### src/rtl/tpu_pkg.sv
`default_nettype none
package tpu_pkg;

	// ---------------------------------------------------------------
	// probe roles
	// ---------------------------------------------------------------
	typedef enum logic [1:0] {
		TPU_ROLE_SOURCE,
		TPU_ROLE_SINK,
		TPU_ROLE_DUAL
	} tpu_role_e;

	// ---------------------------------------------------------------
	// classified level of one cc pin
	// ---------------------------------------------------------------
	typedef enum logic [2:0] {
		TPU_CC_OPEN,
		TPU_CC_PULLDOWN,
		TPU_CC_PU_DEFAULT,
		TPU_CC_PU_1A5,
		TPU_CC_PU_3A
	} tpu_cc_e;

	// ---------------------------------------------------------------
	// pull-up strength and current offer
	// ---------------------------------------------------------------
	typedef enum logic [1:0] {
		TPU_PU_DEFAULT,
		TPU_PU_1A5,
		TPU_PU_3A
	} tpu_pu_e;

	typedef enum logic [1:0] {
		TPU_OFFER_DEFAULT,
		TPU_OFFER_1A5,
		TPU_OFFER_3A
	} tpu_offer_e;

	// ---------------------------------------------------------------
	// connection states
	// ---------------------------------------------------------------
	typedef enum logic [3:0] {
		TPU_IDLE_SOURCE,
		TPU_SOURCE_ATTACH_WAIT,
		TPU_ATTACHED_SOURCE,
		TPU_TRY_SOURCE,
		TPU_TRY_WAIT_SINK,
		TPU_IDLE_SINK,
		TPU_SINK_ATTACH_WAIT,
		TPU_ATTACHED_SINK
	} tpu_state_e;

	// ---------------------------------------------------------------
	// cc pin pair and bus voltage flags
	// ---------------------------------------------------------------
	typedef struct packed {
		tpu_cc_e cc1;
		tpu_cc_e cc2;
	} tpu_cc_pair_s;

	typedef struct packed {
		logic safe_zero_level;
		logic safe_five_level;
		logic present;
	} tpu_vbus_s;

	// terminations driven on both pins
	typedef struct packed {
		logic pullup_en;
		logic pulldown_en;
		tpu_pu_e cc1_pu;
		tpu_pu_e cc2_pu;
	} tpu_term_s;

	// ---------------------------------------------------------------
	// timing: figures in microseconds, counts at 250 mhz
	// ---------------------------------------------------------------
	localparam int TPU_CLK_MHZ = 250;
	localparam int TPU_CNT_W = 32;
	localparam int TPU_ATTACH_DEB_US = 100;
	localparam int TPU_TRY_DEB_US = 10;
	localparam int TPU_TRY_TIMEOUT_US = 75;
	localparam int TPU_DETACH_DEB_US = 10;
	localparam int TPU_TOGGLE_US = 50;
	localparam int TPU_SRC_DUTY_PCT = 50;
	localparam int TPU_ATTACH_DEB_CYC = TPU_ATTACH_DEB_US * TPU_CLK_MHZ;
	localparam int TPU_TRY_DEB_CYC = TPU_TRY_DEB_US * TPU_CLK_MHZ;
	localparam int TPU_TRY_TIMEOUT_CYC = TPU_TRY_TIMEOUT_US * TPU_CLK_MHZ;
	localparam int TPU_DETACH_DEB_CYC = TPU_DETACH_DEB_US * TPU_CLK_MHZ;
	localparam int TPU_SRC_PHASE_CYC =
		TPU_TOGGLE_US * TPU_SRC_DUTY_PCT * TPU_CLK_MHZ / 100;
	localparam int TPU_SNK_PHASE_CYC =
		TPU_TOGGLE_US * TPU_CLK_MHZ - TPU_SRC_PHASE_CYC;

	// reset values
	localparam logic [TPU_CNT_W-1:0] TPU_CNT_ZERO = '0;

endpackage

`default_nettype wire

### src/rtl/tpu_attach_fsm.sv
// Operation
// - idle source: no bus power, independent pull-ups, distinct value per pin.
// - idle source moves to attach wait when both pins show pull-down.
// - dual-role idle source goes idle sink after source phase or command.
// - attach wait keeps terminations; attaches after debounce with safe zero.
// - attach wait open pin: source to idle source, dual-role to idle sink.
// - attached source keeps distinct pull-ups, powers bus at advertised offer.
// - messaging allowed in attached sink, and in attached source at safe five, role source.
// - debug signals connected only after entering an attached state.
// - attached source open pin: source to idle source, dual-role idle sink.
// - bus power stops within power-off time after leaving attached source.
// - try source: no bus power, independent distinct pull-ups.
// - try source attaches after pull-downs persist for try debounce.
// - try source goes try-wait sink after try timeout without pull-downs.
// - try-wait sink: no bus power, pull-downs on both pins.
// - try-wait sink attaches as sink after debounce, no open, bus power.
// - try-wait sink back to idle sink on open or missing bus power.
// - offer pairs: default 3a/1a5, 1a5 1a5/default, 3a 3a/default.
// - dual-role sink attach wait enters try source after debounce and power.
// - idle sink enters sink attach wait on pull-ups on both pins.
// - attached sink returns to idle sink when bus power goes away.
`timescale 1ns/1ps
`default_nettype none

module tpu_attach_fsm #(
	parameter int ATTACH_DEB_CYC = tpu_pkg::TPU_ATTACH_DEB_CYC,
	parameter int TRY_DEB_CYC = tpu_pkg::TPU_TRY_DEB_CYC,
	parameter int TRY_TIMEOUT_CYC = tpu_pkg::TPU_TRY_TIMEOUT_CYC,
	parameter int DETACH_DEB_CYC = tpu_pkg::TPU_DETACH_DEB_CYC,
	parameter int SRC_PHASE_CYC = tpu_pkg::TPU_SRC_PHASE_CYC,
	parameter int SNK_PHASE_CYC = tpu_pkg::TPU_SNK_PHASE_CYC
) (
	input wire logic CLK,
	input wire logic RST_N,
	input wire tpu_pkg::tpu_role_e ROLE,
	input wire tpu_pkg::tpu_cc_pair_s CC_LEVEL,
	input wire tpu_pkg::tpu_vbus_s VBUS,
	input wire tpu_pkg::tpu_offer_e OFFER,
	input wire logic SWITCH_ROLE,
	output tpu_pkg::tpu_state_e STATE,
	output tpu_pkg::tpu_term_s TERM,
	output logic VBUS_EN,
	output logic DEBUG_CONNECT,
	output logic PD_ALLOWED,
	output logic PD_ROLE_SOURCE
);
	import tpu_pkg::*;

	// ---------------------------------------------------------------
	// decoded pin conditions
	// ---------------------------------------------------------------
	tpu_state_e state;
	tpu_state_e next_state;
	logic [TPU_CNT_W-1:0] timer;
	logic both_pd;
	logic any_open;
	logic both_pu;
	logic is_dual;
	logic entered;
	// dwell of the present pin condition, apart from the state timer
	logic [TPU_CNT_W-1:0] pd_cnt;
	logic [TPU_CNT_W-1:0] open_cnt;
	logic [TPU_CNT_W-1:0] att_deb;
	logic [TPU_CNT_W-1:0] try_deb;
	logic [TPU_CNT_W-1:0] try_to;
	logic [TPU_CNT_W-1:0] det_deb;
	logic [TPU_CNT_W-1:0] src_ph;
	logic [TPU_CNT_W-1:0] snk_ph;

	// programmable counts at counter width
	assign att_deb = TPU_CNT_W'(ATTACH_DEB_CYC);
	assign try_deb = TPU_CNT_W'(TRY_DEB_CYC);
	assign try_to = TPU_CNT_W'(TRY_TIMEOUT_CYC);
	assign det_deb = TPU_CNT_W'(DETACH_DEB_CYC);
	assign src_ph = TPU_CNT_W'(SRC_PHASE_CYC);
	assign snk_ph = TPU_CNT_W'(SNK_PHASE_CYC);

	// pin level classification
	assign both_pd = (CC_LEVEL.cc1 == TPU_CC_PULLDOWN) &&
		(CC_LEVEL.cc2 == TPU_CC_PULLDOWN);
	assign any_open = (CC_LEVEL.cc1 == TPU_CC_OPEN) ||
		(CC_LEVEL.cc2 == TPU_CC_OPEN);
	assign both_pu = (CC_LEVEL.cc1 inside {TPU_CC_PU_DEFAULT, TPU_CC_PU_1A5,
		TPU_CC_PU_3A}) && (CC_LEVEL.cc2 inside {TPU_CC_PU_DEFAULT,
		TPU_CC_PU_1A5, TPU_CC_PU_3A});
	assign is_dual = (ROLE == TPU_ROLE_DUAL);
	assign entered = (next_state != state);

	// ---------------------------------------------------------------
	// next state
	// ---------------------------------------------------------------
	always_comb begin
		next_state = state;
		case (state)
			TPU_IDLE_SOURCE: begin
				// the role pin outranks attach and toggling
				if (ROLE == TPU_ROLE_SINK) begin
					next_state = TPU_IDLE_SINK;
				end else if (both_pd) begin
					next_state = TPU_SOURCE_ATTACH_WAIT;
				end else if (is_dual && (SWITCH_ROLE || timer >= src_ph)) begin
					next_state = TPU_IDLE_SINK;
				end
			end
			TPU_SOURCE_ATTACH_WAIT: begin
				// timer restarts while the pull-downs are broken
				if (any_open) begin
					next_state = is_dual ? TPU_IDLE_SINK : TPU_IDLE_SOURCE;
				end else if (!both_pd) begin
					next_state = TPU_SOURCE_ATTACH_WAIT;
				end else if (timer >= att_deb && VBUS.safe_zero_level) begin
					next_state = TPU_ATTACHED_SOURCE;
				end
			end
			TPU_ATTACHED_SOURCE: begin
				// detach on either pin going open
				if (any_open) begin
					next_state = is_dual ? TPU_IDLE_SINK : TPU_IDLE_SOURCE;
				end
			end
			TPU_TRY_SOURCE: begin
				// late pull-downs must still persist for the full debounce
				if (both_pd && pd_cnt >= try_deb) begin
					next_state = TPU_ATTACHED_SOURCE;
				end else if (!both_pd && timer >= try_to) begin
					next_state = TPU_TRY_WAIT_SINK;
				end
			end
			TPU_TRY_WAIT_SINK: begin
				// an open pin is timed from when it opened
				if (any_open && open_cnt >= det_deb) begin
					next_state = TPU_IDLE_SINK;
				end else if (!any_open && VBUS.present && timer >= att_deb) begin
					next_state = TPU_ATTACHED_SINK;
				end else if (!VBUS.present && timer >= det_deb &&
					timer >= att_deb) begin
					next_state = TPU_IDLE_SINK;
				end
			end
			TPU_IDLE_SINK: begin
				// pull-downs on both pins while waiting for a source
				if (ROLE == TPU_ROLE_SOURCE) begin
					next_state = TPU_IDLE_SOURCE;
				end else if (both_pu) begin
					next_state = TPU_SINK_ATTACH_WAIT;
				end else if (is_dual && (SWITCH_ROLE || timer >= snk_ph)) begin
					next_state = TPU_IDLE_SOURCE;
				end
			end
			TPU_SINK_ATTACH_WAIT: begin
				// open time counted from the opening, not from entry
				if (any_open && open_cnt >= det_deb) begin
					next_state = is_dual ? TPU_IDLE_SOURCE : TPU_IDLE_SINK;
				end else if (!any_open && VBUS.present && timer >= att_deb) begin
					next_state = is_dual ? TPU_TRY_SOURCE : TPU_ATTACHED_SINK;
				end
			end
			TPU_ATTACHED_SINK: begin
				// leaves only on loss of bus power
				if (!VBUS.present) begin
					next_state = TPU_IDLE_SINK;
				end
			end
			default: begin
				next_state = TPU_IDLE_SOURCE;
			end
		endcase
	end

	// ---------------------------------------------------------------
	// state register
	// ---------------------------------------------------------------
	always_ff @(posedge CLK or negedge RST_N) begin
		if (!RST_N) begin
			state <= TPU_IDLE_SOURCE;
		end else begin
			state <= next_state;
		end
	end

	// dwell timer, restarts on entry and on a pull-down gap in source attach wait
	// saturates so a long dwell never wraps into a short one
	always_ff @(posedge CLK or negedge RST_N) begin
		if (!RST_N) begin
			timer <= TPU_CNT_ZERO;
		end else if (entered) begin
			timer <= TPU_CNT_ZERO;
		end else if (state == TPU_SOURCE_ATTACH_WAIT && !both_pd) begin
			timer <= TPU_CNT_ZERO;
		end else if (timer != '1) begin
			timer <= timer + 1'b1;
		end
	end

	// ---------------------------------------------------------------
	// pin condition counters
	// ---------------------------------------------------------------
	// a condition that shows up late in a state still gets its full
	// debounce; the state timer alone would credit the time before it
	// cycles with pull-downs on both pins, cleared on entry or a gap
	always_ff @(posedge CLK or negedge RST_N) begin
		if (!RST_N) begin
			pd_cnt <= TPU_CNT_ZERO;
		end else if (entered || !both_pd) begin
			pd_cnt <= TPU_CNT_ZERO;
		end else if (pd_cnt != '1) begin
			pd_cnt <= pd_cnt + 1'b1;
		end
	end

	// cycles with a pin open, cleared on entry or once both pins close
	always_ff @(posedge CLK or negedge RST_N) begin
		if (!RST_N) begin
			open_cnt <= TPU_CNT_ZERO;
		end else if (entered || !any_open) begin
			open_cnt <= TPU_CNT_ZERO;
		end else if (open_cnt != '1) begin
			open_cnt <= open_cnt + 1'b1;
		end
	end

	// ---------------------------------------------------------------
	// outputs, all registered from the next state, debug and messaging also from the present state
	// ---------------------------------------------------------------
	// pins change on the same edge as the state register
	always_ff @(posedge CLK or negedge RST_N) begin
		if (!RST_N) begin
			STATE <= TPU_IDLE_SOURCE;
			TERM <= '{pullup_en: 1'b1, pulldown_en: 1'b0,
				cc1_pu: TPU_PU_3A, cc2_pu: TPU_PU_1A5};
		end else begin
			STATE <= next_state;
			case (next_state)
				TPU_IDLE_SOURCE, TPU_SOURCE_ATTACH_WAIT, TPU_TRY_SOURCE: begin
					// distinct pull-ups per pin
					TERM <= '{pullup_en: 1'b1, pulldown_en: 1'b0,
						cc1_pu: TPU_PU_3A, cc2_pu: TPU_PU_1A5};
				end
				TPU_ATTACHED_SOURCE: begin
					TERM.pullup_en <= 1'b1;
					TERM.pulldown_en <= 1'b0;
					// offer pairs
					case (OFFER)
						TPU_OFFER_1A5: begin
							TERM.cc1_pu <= TPU_PU_1A5;
							TERM.cc2_pu <= TPU_PU_DEFAULT;
						end
						TPU_OFFER_3A: begin
							TERM.cc1_pu <= TPU_PU_3A;
							TERM.cc2_pu <= TPU_PU_DEFAULT;
						end
						default: begin
							TERM.cc1_pu <= TPU_PU_3A;
							TERM.cc2_pu <= TPU_PU_1A5;
						end
					endcase
				end
				default: begin
					// pull-downs on both pins
					TERM <= '{pullup_en: 1'b0, pulldown_en: 1'b1,
						cc1_pu: TPU_PU_DEFAULT, cc2_pu: TPU_PU_DEFAULT};
				end
			endcase
		end
	end

	// bus power only while attached as source
	// dropped on the exit edge itself, well inside the off time
	always_ff @(posedge CLK or negedge RST_N) begin
		if (!RST_N) begin
			VBUS_EN <= 1'b0;
		end else begin
			VBUS_EN <= (next_state == TPU_ATTACHED_SOURCE);
		end
	end

	// debug routing and messaging permission
	// both wait one cycle after entry so nothing precedes the attach
	always_ff @(posedge CLK or negedge RST_N) begin
		if (!RST_N) begin
			DEBUG_CONNECT <= 1'b0;
			PD_ALLOWED <= 1'b0;
			PD_ROLE_SOURCE <= 1'b0;
		end else begin
			DEBUG_CONNECT <= (state == TPU_ATTACHED_SOURCE &&
				next_state == TPU_ATTACHED_SOURCE) ||
				(state == TPU_ATTACHED_SINK && next_state == TPU_ATTACHED_SINK);
			PD_ALLOWED <= (state == TPU_ATTACHED_SOURCE &&
				next_state == TPU_ATTACHED_SOURCE && VBUS.safe_five_level) ||
				(state == TPU_ATTACHED_SINK && next_state == TPU_ATTACHED_SINK);
			PD_ROLE_SOURCE <= (next_state == TPU_ATTACHED_SOURCE);
		end
	end

endmodule // tpu_attach_fsm

`default_nettype wire

### config.mk
export PLATFORM = sky130hd
export DESIGN_NAME = tpu_attach_fsm
export DESIGN_NICKNAME = d
export VERILOG_FILES = /design/src/rtl/tpu_pkg.sv /design/src/rtl/tpu_attach_fsm.sv
export SDC_FILE = /design/constraint.sdc
export NUM_CORES = 1
export LEC_CHECK = 0
export ABC_AREA = 1
export BUFFER_PORTS_ARGS = -buffer_cell sky130_fd_sc_hd__buf_2
export CORE_MARGIN = 4
export CORE_UTILIZATION = 63
export DETAILED_ROUTE_END_ITERATION = 16
export PLACE_DENSITY = 0.81
export SYNTH_ARGS = -nofsm -noshare
export SYNTH_HDL_FRONTEND = slang
export SYNTH_SLANG_ARGS = --single-unit
### constraint.sdc
create_clock -name CLK -period 3.4 [get_ports CLK]
set_input_delay 0.34 -clock CLK [delete_from_list [all_inputs] [get_ports CLK]]
set_output_delay 0.34 -clock CLK [all_outputs]
set_load 0.02 [all_outputs]
==> results.ini <==
[status]
status = finished clean

[worst_hold_path]
hp-class = in -> reg

[global_route]
antenna_found_initial = 0
grt_util_all_layers = 0.269
grt_pass1_wl_um = 28400
overflow = 0
grt_max_degree = 60
grt_pass1_vias = 6172

[pwr]
p_leak_nw = 3.27
powerDensity_nw_per_um2 = 353
clkPwrFrac = 0.281
seq_power_share = 0.522
power_frac_comb = 0.197
p_switching_mw = 0.865
swShare = 0.327
ir_worst_vdd_mv = 0.331
internal-power_mw = 1.78

[drt]
first_iter_violations = 720
drt_first_pass_iters = 5
viasPerCell = 5.65
wire_per_inst_um = 14.2
drtAntennaViolNets = 0
vias = 6624
wl_um = 16600
drcViolationCount = 0

[logic_synthesis]
syn_inst = 1000
ys_warn_count = 0
synth_top_area_cell = dfrtp_1
ys_types = 43
synth-main-ff-cell = dfrtp_1
synth_edf_count = 0
ys_seq_area_frac = 0.384
yosysTopAreaCellShare = 0.373
yosys-top-cells-area = dfrtp_1, nand2_1, nor2_1
avgSynthCellArea_um2 = 7.05
syn_area_um2 = 7050
synth-async-reset-ratio = 1.00
synth_seq_cells = 108

[timing]
clock_skew_ns = 0.0136
worstMarginPinSlew_ns = 0.667
slew_violations = 0
setup_violations = 0
min_period_ns = 3.13
max-slew-margin-rel = 0.555
fin_setup_tns_ns = 0
fin_crit_sh = 0.920
rsz0062_at_grt = yes
fmax_mhz = 320
hold_viol_final = 0

[finish]
diodes = 0
syn_to_final_growth_pct = 6.43
finalNonFillerCells = 1173
layout-drive-gt1-share = 0.103
layout.nets = 1053

[worst_setup_path]
worstPathMaxFanout = 24
crit_end = timer[25]
critPathKind = reg -> reg
cp-start-kind = flip-flop
r2r_start = timer[0]
cp.arrival_ns = 3.44
reg2reg_slack_ns = 0.27
reg2reg_to = timer[25]
worstPathRequired_ns = 3.72
worst_r2r_path_depth = 17
startpoint = timer[0]
worst_setup_path_end_kind = flip-flop

[place]
gp_congestion = 0.915
dpl.hpwl_um = 12400
portBuffers = 28
dpl.cell_count = 1156

[clock_network]
clk_pin_slew_worst_paths_ns = 0.09
h-tree-depth = 3
clk_latency_ns = 0.39
cts_made_buffers = 9
cts_sinks = 108
cts_buffer_depth = 2
cts_tree = done
post-cts-setup-buffers = 0
cts-root-buf = clkbuf_8

[die]
row_count = 38
dieArea_um2 = 12900
coreArea_um2 = 10900
die_y_um = 114
pin_count = 30
die_x_um = 114
start_util = 0.647

[job]
max_cap_viol_count = 0

-- stage by stage --
step	utilization	setup slack (ns)	cell area, um2	hold WS (ns)	total power [mW]
3_5_place_dp	0.671	0.313	7300	0.410	1.91
4_1_cts	0.688	0.294	7490	0.158	2.66
2_1_floorplan	-	1.07	7050	0.0444	1.77
6_report	0.689	0.271	7500	0.172	2.65
5_1_grt	0.689	-0.0344	7500	0.171	2.77
3_3_place_gp	0.671	0.367	7300	0.408	1.91
-- how the worst min path moves through the flow --
stage                               end  startpoint  slack (ns)  cells after the start
final                        PD_ALLOWED     VBUS[1]        0.17                      2
after floorplan           DEBUG_CONNECT       RST_N        0.04                      0
after global routing         PD_ALLOWED     VBUS[1]        0.17                      2
after detailed placement      timer[30]       RST_N        0.41                      1
after global placement        timer[30]       RST_N        0.41                      1
after CTS                    PD_ALLOWED     VBUS[1]        0.16                      2
-- cell type report --
type                            instances  area [um2]
Sequential cell                       108        2710
Fill cell                             957        3390
Clock inverter                          3        21.3
Clock buffer                           12         155
Inverter                              150         563
Multi-Input combinational cell        724        3660
Tap cell                              140         175
Timing Repair Buffer                   36         218
-- placed cells by master, fill, tap and decap left out, drive strengths merged, types with 20 or more instances in the layout --
master    n
nor2    207
o21ai    20
xor2     33
dfrtp   105
nand3    54
inv     151
nor3     45
nand4    34
buf      35
a21oi    34
nand2   215
-- routing by layer --
metal	GRT usage	wire, um	vias to the layer above
li1	-	-	3262
met1	0.389	7730	3073
met2	0.417	7460	256
met3	0.0440	1130	33
met4	0.0817	278	0
met5	0	0	-
-- worst max-delay path: stages (launching register included) --
cell	delay, ns
dfrtp_1	0.39
inv_1	0.09
ha_1	0.20
or2_2	0.29
nand2_1	0.08
nand2_1	0.07
nand2_1	0.07
nand3_1	0.13
nand2_1	0.14
nand2_1	0.07
a21boi_0	0.17
nand3_1	0.11
inv_1	0.07
nand2_1	0.05
nor2_1	0.16
nand3_2	0.49
buf_4	0.38
nor2_1	0.10
-- Yosys cell counts, drive strengths merged, types with 11 or more instances --
master / instances
inv: 150
nor3: 45
nand3: 54
xor2: 33
nor4: 14
o31ai: 11
buf: 18
a21oi: 34
dfrtp: 105
nor2: 206
xnor2: 11
o21ai: 20
nand2: 215
nand4: 34
-- power by group through the flow --
stage	clock (mW)	combinational, mW	sequential [mW]
after floorplan	0	0.337	1.43
after global placement	0	0.505	1.40
after detailed placement	0	0.512	1.40
after CTS	0.763	0.516	1.38
after global routing	0.807	0.574	1.39
final	0.745	0.521	1.38
-- logic make-up (layout without fill, tap and decap cells) --
kind of cell	Yosys count	count (layout)	share of synthesized area
xor+xnor	44	44	0.0547
simple gates	579	580	0.365
other cells	1	2	0.000532
buf+inv	170	201	0.0984
compound gates	90	90	0.0827
fa+ha+maj	8	8	0.0142
flops	108	108	0.384
-- sequential cells by signal (all words and copies together), names as in the netlist --
register / flops
DEBUG_CONNECT: 1
PD_ALLOWED: 1
PD_ROLE_SOURCE: 1
STATE: 4
TERM: 5
open_cnt: 32
pd_cnt: 32
timer: 32
-- repair_timing --
item                       4_1_cts  5_1_grt
gates resized for setup          0        1
hold endpoints to repair        43        0
hold buffers                     1        0
setup endpoints to repair        0       10
No activity file was read; power rests on OpenSTA's default activity.
